File: src/inc/voltage_reference_control_regs.vh
`ifndef VOLTAGE_REFERENCE_CONTROL_REGS_VH
`define VOLTAGE_REFERENCE_CONTROL_REGS_VH

// register byte addresses
`define REF_CONTROL_ADDR     12'h000
`define REF_IRQ_STATUS_ADDR  12'h004
`define REF_IRQ_MASK_ADDR    12'h008

// reference_control fields
`define REF_ENABLE_BIT       7
`define REF_READY_BIT        6
`define REF_RSVD_HI          5
`define REF_RSVD_LO          4
`define REF_CMP_GAIN_HI      3
`define REF_CMP_GAIN_LO      2
`define REF_ADC_GAIN_HI      1
`define REF_ADC_GAIN_LO      0
`define REF_CONTROL_RESET    8'h00

// gain select encodings
`define REF_GAIN_OFF         2'h0
`define REF_GAIN_1X          2'h1
`define REF_GAIN_2X          2'h2
`define REF_GAIN_4X          2'h3

// interrupt status/mask fields
`define REF_IRQ_READY_BIT    0
`define REF_IRQ_LOST_BIT     1
`define REF_IRQ_RESET        2'h0

// stabilisation time
`define REF_SETTLE_TIME_NS   25000
`define REF_CLK_PERIOD_NS    10
`define REF_SETTLE_CYCLES    ((`REF_SETTLE_TIME_NS + `REF_CLK_PERIOD_NS - 1) / `REF_CLK_PERIOD_NS)

`endif

File: src/voltage_reference_control.v
// Function
// - enable bit seven switches reference on
// - ready raised only after stabilisation completes
// - ready read-only, zero while off/settling
// - reserved bits five, four read zero
// - comparator/DAC gain: off, 1x, 2x, 4x
// - ADC gain: off, 1x, 2x, 4x
// - two independent gain paths configured separately
//
// Local design decisions: the APB interface to the registers and the register offsets.
`timescale 1ns/1ps
`default_nettype none
`include "voltage_reference_control_regs.vh"

module voltage_reference_control #(
  parameter integer SETTLE_CYCLES = `REF_SETTLE_CYCLES
) (
  input  wire        core_clk_in,        // system clock, 100 MHz
  input  wire        rst_n_in,           // synchronous reset, active low
  input  wire        psel_in,            // apb select
  input  wire        penable_in,         // apb access phase
  input  wire        pwrite_in,          // apb direction, 1 = write
  input  wire [11:0] paddr_in,           // apb byte address
  input  wire [31:0] pwdata_in,          // apb write data
  output wire        pready_out,         // apb ready
  output reg  [31:0] prdata_out,         // apb read data
  output wire        pslverr_out,        // apb error, unmapped address
  output reg         reference_enable_out, // analog reference enable
  output reg         reference_ready_out,  // reference usable
  output reg  [2:0]  adc_gain_out,       // adc path one-hot {4x,2x,1x}, zero = off
  output reg  [2:0]  cmp_dac_gain_out,   // comparator/dac/sensing path one-hot, zero = off
  output wire        irq_out             // level interrupt
);

  localparam [2:0] ST_OFF    = 3'b001;
  localparam [2:0] ST_SETTLE = 3'b010;
  localparam [2:0] ST_READY  = 3'b100;

  reg [2:0]  state_reg;
  reg [2:0]  state_next;
  reg [31:0] settle_cnt_reg;
  reg [31:0] settle_cnt_next;
  reg        reference_enable_reg;
  reg [1:0]  adc_gain_select_reg;
  reg [1:0]  comparator_dac_gain_select_reg;
  reg [1:0]  irq_status_reg;
  reg [1:0]  irq_mask_reg;

  wire access_w = psel_in & penable_in;
  wire wr_w     = access_w & pwrite_in;
  wire hit_ctrl = (paddr_in == `REF_CONTROL_ADDR);
  wire hit_stat = (paddr_in == `REF_IRQ_STATUS_ADDR);
  wire hit_mask = (paddr_in == `REF_IRQ_MASK_ADDR);
  wire ready_w  = (state_reg == ST_READY);
  wire ready_evt_w;
  wire lost_evt_w;

  // decodes a two-bit gain field into amplifier select lines
  function [2:0] gain_decode;
    input [1:0] sel;
    begin
      case (sel)
        `REF_GAIN_1X: gain_decode = 3'h1;
        `REF_GAIN_2X: gain_decode = 3'h2;
        `REF_GAIN_4X: gain_decode = 3'h4;
        default:      gain_decode = 3'h0;
      endcase
    end
  endfunction

  assign pready_out  = 1'b1;
  assign pslverr_out = access_w & ~(hit_ctrl | hit_stat | hit_mask);

  // control register; reserved bits are dropped on write so they can never read back
  always @(posedge core_clk_in) begin
    if (!rst_n_in) begin
      reference_enable_reg           <= 1'b0;
      adc_gain_select_reg            <= `REF_GAIN_OFF;
      comparator_dac_gain_select_reg <= `REF_GAIN_OFF;
    end else if (wr_w && hit_ctrl) begin
      reference_enable_reg           <= pwdata_in[`REF_ENABLE_BIT];
      comparator_dac_gain_select_reg <= pwdata_in[`REF_CMP_GAIN_HI:`REF_CMP_GAIN_LO];
      adc_gain_select_reg            <= pwdata_in[`REF_ADC_GAIN_HI:`REF_ADC_GAIN_LO];
    end
  end

  // settle sequencer; leaving enable at any point restarts the wait from zero
  always @* begin
    state_next      = state_reg;
    settle_cnt_next = settle_cnt_reg;
    case (state_reg)
      ST_OFF: begin
        settle_cnt_next = 32'h0000_0000;
        if (reference_enable_reg) begin
          state_next = ST_SETTLE;
        end
      end
      ST_SETTLE: begin
        if (!reference_enable_reg) begin
          state_next      = ST_OFF;
          settle_cnt_next = 32'h0000_0000;
        end else if (settle_cnt_reg >= SETTLE_CYCLES - 1) begin
          state_next = ST_READY;
        end else begin
          settle_cnt_next = settle_cnt_reg + 32'h0000_0001;
        end
      end
      ST_READY: begin
        if (!reference_enable_reg) begin
          state_next      = ST_OFF;
          settle_cnt_next = 32'h0000_0000;
        end
      end
      default: begin
        state_next      = ST_OFF;
        settle_cnt_next = 32'h0000_0000;
      end
    endcase
  end

  always @(posedge core_clk_in) begin
    if (!rst_n_in) begin
      state_reg      <= ST_OFF;
      settle_cnt_reg <= 32'h0000_0000;
    end else begin
      state_reg      <= state_next;
      settle_cnt_reg <= settle_cnt_next;
    end
  end

  assign ready_evt_w = (state_reg == ST_SETTLE) && (state_next == ST_READY);
  assign lost_evt_w  = ready_w && (state_next == ST_OFF);

  // sticky status, write one to clear; a new event in the clearing cycle wins
  always @(posedge core_clk_in) begin
    if (!rst_n_in) begin
      irq_status_reg <= `REF_IRQ_RESET;
      irq_mask_reg   <= `REF_IRQ_RESET;
    end else begin
      irq_status_reg <= (irq_status_reg & ~((wr_w && hit_stat) ? pwdata_in[1:0] : 2'h0))
                        | {lost_evt_w, ready_evt_w};
      if (wr_w && hit_mask) begin
        irq_mask_reg <= pwdata_in[1:0];
      end
    end
  end

  assign irq_out = |(irq_status_reg & irq_mask_reg);

  // analog-facing outputs from flops; gains stay off while the reference is off
  always @(posedge core_clk_in) begin
    if (!rst_n_in) begin
      reference_enable_out <= 1'b0;
      reference_ready_out  <= 1'b0;
      adc_gain_out         <= 3'h0;
      cmp_dac_gain_out     <= 3'h0;
    end else begin
      reference_enable_out <= reference_enable_reg;
      reference_ready_out  <= ready_w;
      adc_gain_out         <= reference_enable_reg ? gain_decode(adc_gain_select_reg) : 3'h0;
      cmp_dac_gain_out     <= reference_enable_reg ? gain_decode(comparator_dac_gain_select_reg) : 3'h0;
    end
  end

  // read mux, registered so data is valid at the access edge after setup
  always @(posedge core_clk_in) begin
    if (!rst_n_in) begin
      prdata_out <= 32'h0000_0000;
    end else if (psel_in && !penable_in && !pwrite_in) begin
      if (paddr_in == `REF_CONTROL_ADDR) begin
        prdata_out <= {24'h00_0000, reference_enable_reg, ready_w, 2'h0,
                       comparator_dac_gain_select_reg, adc_gain_select_reg};
      end else if (paddr_in == `REF_IRQ_STATUS_ADDR) begin
        prdata_out <= {30'h0000_0000, irq_status_reg};
      end else if (paddr_in == `REF_IRQ_MASK_ADDR) begin
        prdata_out <= {30'h0000_0000, irq_mask_reg};
      end else begin
        prdata_out <= 32'h0000_0000;
      end
    end
  end

endmodule
`default_nettype wire

File: config.mk
export PLATFORM = sky130hd
export DESIGN_NAME = voltage_reference_control
export DESIGN_NICKNAME = d
export VERILOG_FILES = /design/src/voltage_reference_control.v
export VERILOG_INCLUDE_DIRS = /design/src /design/src/inc
export SDC_FILE = /design/constraint.sdc
export NUM_CORES = 1
export LEC_CHECK = 0
export BUFFER_PORTS_ARGS = -buffer_cell sky130_fd_sc_hd__buf_4
export CAP_MARGIN = 20
export CORE_MARGIN = 2
export CORE_UTILIZATION = 54
export DETAILED_ROUTE_END_ITERATION = 12
export PLACE_DENSITY_LB_ADDON = 0.2
export RECOVER_POWER = 25
export SLEW_MARGIN = 20
export SYNTH_ARGS = -nofsm -noshare
export SYNTH_HDL_FRONTEND = slang
export SYNTH_SLANG_ARGS = --single-unit
File: constraint.sdc
create_clock -name core_clk_in -period 5.6 [get_ports core_clk_in]
set_clock_uncertainty 0.1 [all_clocks]
set_input_delay 0 -clock core_clk_in [delete_from_list [all_inputs] [get_ports core_clk_in]]
set_output_delay 0 -clock core_clk_in [all_outputs]
set_load 0.02 [all_outputs]
After elaboration in Yosys (flattened, before gate mapping):

Cells that the tools add are included.
W data, S select, Z words.

* bits in registers: 84
* output and inout port bits: 43

* order comparisons: 1
* bitwise operators: 10
* equal/unequal tests: 15
* reductions and logical operators: 13
* multiplexer cells: 15
* add/subtract/negate cells: 1

Operators with widths (count)
* $mux W32: 3
* $pmux W32 S2: 1
* $add A32 B1 Y32 const B: 1
* $ge A32 B12 Y1 const B: 1
* $pmux W3 S3: 3
* $eq A12 B3 Y1 const B: 1
* $eq A12 B4 Y1 const B: 1
* $logic_not A12 Y1: 1
* $mux W3: 4
* $eq A2 B2 Y1 const B: 4
* $mux W8: 1
* $logic_and A1 B1 Y1: 7
* $eq A3 B1 Y1 const B: 2
* $eq A3 B3 Y1 const B: 2
* $mux W2: 3
* $and A2 B2 Y2: 2
* $eq A2 B1 Y1 const B: 2
* $reduce_and A2 Y1: 2
* $and A1 B1 Y1: 3
* $eq A3 B2 Y1 const B: 1
* $ne A3 B3 Y1 const B: 1
* $logic_not A1 Y1: 2
* $ne A2 B2 Y1 const B: 1
* $not A2 Y2: 1
* 4 further kinds: 5

Logic depth before layout (Yosys ltp):

* word-level depth: 7
* depth in mapped cells: 7

Worst setup path after synthesis:

OpenSTA, ideal clock, no wires.

* path kind: reg2reg
* from: register settle_cnt_reg[0]
* to: register settle_cnt_reg[4]
* data required time: 5.440 ns
* cell stages (with the launch flop): 8
* setup time: 0.060 ns
* data arrival time: 2.189 ns
* slack: 3.251 ns
* path through: dfxtp_1 > ha_1 > or4_1 > o211ai_2 > or4b_4 > buf_6 > a2111o_1 > nand2_1

* longest elaborated chain between the ends: 4
* elaborated cells between the ends (all ways): 7
* classes of those cells: 1 x add/sub; 1 x order compare; 1 x eq/ne; 3 x mux; 1 x reduce/logical

Ends and longest elaborated chain
* from (decl): RTL line voltage_reference_control.v:41 `reg [31:0] settle_cnt_reg;`
* from (signal assigned): RTL line voltage_reference_control.v:127 `settle_cnt_reg <= settle_cnt_next;`
* $add A32 B1 Y32: RTL line voltage_reference_control.v:105 `settle_cnt_next = settle_cnt_reg + 32'h0000_0001;`
* $mux W32: RTL line voltage_reference_control.v:102 `end else if (settle_cnt_reg >= SETTLE_CYCLES - 1) begin`
* $mux W32: RTL line voltage_reference_control.v:99 `if (!reference_enable_reg) begin`
* $pmux W32 S2: RTL line voltage_reference_control.v:91 `case (state_reg)`

Several ways; a longest one is shown, not always the timed one. The select of a mux whose other input is x is not followed.
A chain may end at the register's enable or synchronous reset.

Worst setup path after layout:

* from: register settle_cnt_reg[0]
* to: register settle_cnt_reg[5]

The elaborated chain is that of the path after synthesis.

==> flow_metrics.py <==
metrics = {
    "global_route": {
        "grt_pass1_wl_um": 8750,
        "grt_pass1_vias": 1915,
        "grt_max_degree": 25,
        "grtUsageMet2_pct": 31.0,
        "busiest_layer": "met2",
        "grt.total_usage_pct": 20.7,
        "grt_overflow": 0,
        "grt.met3_usage_pct": 7.18,
        "grt_use_met1_pct": 27.7,
        "grt_antenna_before_repair": 0,
    },
    "setup_path": {
        "r2r-start": "settle_cnt_reg[0]",
        "r2r_cells": 6,
        "reg2reg_to": "settle_cnt_reg[5]",
        "cp.arrival_ns": 2.63,
        "crit_end": "settle_cnt_reg[5]",
        "r2r_slack_ns": 3.13,
        "path_max_fanout": 12,
        "cp_slowest_stage_delay_ns": 0.58,
        "crit_path_end_kind": "flip-flop",
        "slowest_stage": "or4b_4",
        "critPathKind": "reg2reg",
        "critical_path.cell_chain": "ha_1, or4_1, o211ai_2, or4b_4, a2111o_1, o21ai_0",
        "worst_ep_required_time_ns": 5.76,
        "cp-start-kind": "flip-flop",
        "startpoint": "settle_cnt_reg[0]",
    },
    "yosys": {
        "post_synth_xor_area_fraction_pct": 0.655,
        "synthMuxAreaShare_pct": 4.86,
        "synth_cell_type_count": 44,
        "netlist_instances": 298,
        "synthTopCellsByArea": "dfxtp_1, buf_4, and2_1",
        "synth-compound-area-share_pct": 13.2,
        "synth_top_area_share_pct": 43.4,
        "ys_async_sr_fraction_pct": 0,
        "ys_seq_area_share_pct": 43.4,
        "netlist_area_um2": 2680,
        "synthAdderAreaFrac_pct": 0.468,
        "synth_top_family_by_area": "simple AND/OR/NAND/NOR gates",
        "ys.warnings.count": 0,
        "ys_top_cells_by_count": "dfxtp_1, buf_4, nand2_1, and2_1, nor2b_1",
        "synth_top_area_cell": "dfxtp_1",
        "synth_area_per_cell_um2": 8.98,
        "synth-edff-count": 0,
        "synth_most_common_cell": "dfxtp_1",
        "synth_ff_type": "dfxtp_1",
        "synthSimpleGateAreaFrac_pct": 26.1,
        "ys_ff_latch": 58,
    },
    "routing": {
        "drc": 0,
        "vias_per_cell": 5.06,
        "antenna_left": 0,
        "routed_wl_um": 5310,
        "vias": 2104,
        "first_pass_iters": 4,
        "initialDrtViolationCount": 78,
        "wire_per_inst_um": 12.8,
    },
    "sta": {
        "fin_tns_setup_ns": 0,
        "relSlewSlack_pct": 46.8,
        "hold_violations": 0,
        "worst_pin_slew_ns": 0.798,
        "fmax_ghz": 0.405,
        "setup_viol": 0,
        "post-route-period-util_pct": 44.1,
        "slew_viol_final": 0,
        "rsz0062_at_grt": "no",
        "period_needed_ns": 2.47,
    },
    "final_layout": {
        "syn2layout_area_growth_pct": 17.3,
        "nNetsFinal": 394,
        "fill_cells": 415,
        "antenna_cells": 0,
        "drive_gt1_share_pct": 12.3,
        "fin_util_pct": 66.1,
        "largest_reg_flops": 32,
    },
    "place": {
        "dp_hpwl_um": 3620,
        "portBuffers": 37,
        "place.gp.congestion": 0.803,
    },
    "cts": {
        "tritoncts": "built",
        "cts_buffers": 9,
        "clock_latency_ns": 0.34,
        "cts_max_path_buffers": 2,
        "clk_pin_slew_worst_paths_ns": 0.07,
        "h-tree-depth": 3,
        "cts_root_buf": "clkbuf_8",
        "cts_sinks": 58,
    },
    "power_and_ir_drop": {
        "p_leak_nw": 1.26,
        "ir_worst_vdd_mv": 0.220,
        "p_per_area_nw_per_um2": 268,
    },
    "floorplan": {
        "start_util_pct": 56.3,
        "pin_count": 92,
        "core_area_um2": 4750,
        "die_x_um": 74.4,
        "die_area_um2": 5540,
        "die_h_um": 74.4,
        "rows": 25,
    },
    "min_path": {
        "hold_class": "in2reg",
    },
    "outcome": {
        "status": "finished, final reports clean",
    },
    "flow_run": {
        "max_cap_viol_count": 0,
    },
}
[per-stage QoR]
step	cell area, µm²	cells	setup slack, ns	hold slack [ns]	total power [mW]
2_1_floorplan	2770	323	3.25	0.0261	0.459
3_3_place_gp	2880	389	3.17	0.168	0.458
3_5_place_dp	2880	389	3.14	0.175	0.459
4_1_cts	3200	416	3.13	0.0305	0.848
5_1_grt	3140	416	3.02	0.0729	0.867
6_report	3140	416	3.13	0.0428	0.841
[cell type report]
cell class | count | area, µm² | area share (%)
clock buffer | 11 | 151 | 4.82
clock inverter | 5 | 52.6 | 1.67
inverter | 10 | 37.5 | 1.20
multi-input combinational | 216 | 1320 | 41.9
sequential | 58 | 1160 | 37.0
tap | 67 | 83.8 | 2.67
timing repair buffer | 49 | 339 | 10.8
[routing by layer]
metal  part of all wire, %  vias to the layer above  wire (µm)
met1                    49                      955       2610
met4                   1.6                        0         86
met3                   5.6                       10        296
met2                    44                       58       2310
li1                      -                     1081          -
met5                     0                        -          0
[what timing repair did]
action / CTS / global route
resized for setup: 0 / 0
buffers inserted: 0 / 0
hold endpoints to repair: 22 / 0
hold buffers: 11 / 0
[cells by family after synthesis]
logic type | Yosys count
simple gates | 123
flops | 58
compound gates | 50
buf+inv | 49
mux | 13
other cells | 2
xor+xnor | 2
fa+ha+maj | 1
[placed cells by master (no fill, tap or decap), drive strengths merged, types with 6 or more instances in the layout]
cell type,n
nand2,26
dlygate4sd3,11
dfxtp,58
o211ai,7
conb,27
o21ai,6
clkbuf,26
nor2,14
a21oi,14
nor4,10
and3,11
inv,10
nor2b,16
buf,23
mux2i,13
o2111ai,6
and2,23
[worst min-delay path by stage]
stage | from | end | slack, ns | depth (start not counted)
floorplan | psel_in | pslverr_out | 0.03 | 2
global placement | pwdata_in[7] | reference_enable_reg | 0.17 | 3
detailed placement | pwdata_in[7] | reference_enable_reg | 0.17 | 3
CTS | paddr_in[2] | prdata_out[2] | 0.03 | 4
global route | paddr_in[2] | prdata_out[2] | 0.07 | 4
finish | paddr_in[2] | irq_status_reg[0] | 0.04 | 5
[critical path, delay by kind of cell, from the launching register on]
family / cells / cell delay [ns]
flops: 1 / 0.33
fa+ha+maj: 1 / 0.25
simple gates: 2 / 1.01
compound gates: 3 / 0.70
[where the power goes]
part	switching [mW]	total (mW)	internal [mW]	leakage (nW)
clock	0.160	0.387	0.227	0.105
sequential	0.00000192	0.413	0.413	0.467
combinational	0.0259	0.0411	0.0152	0.686
total	0.186	0.841	0.655	1.26
Power figures use the tool's default switching activity.
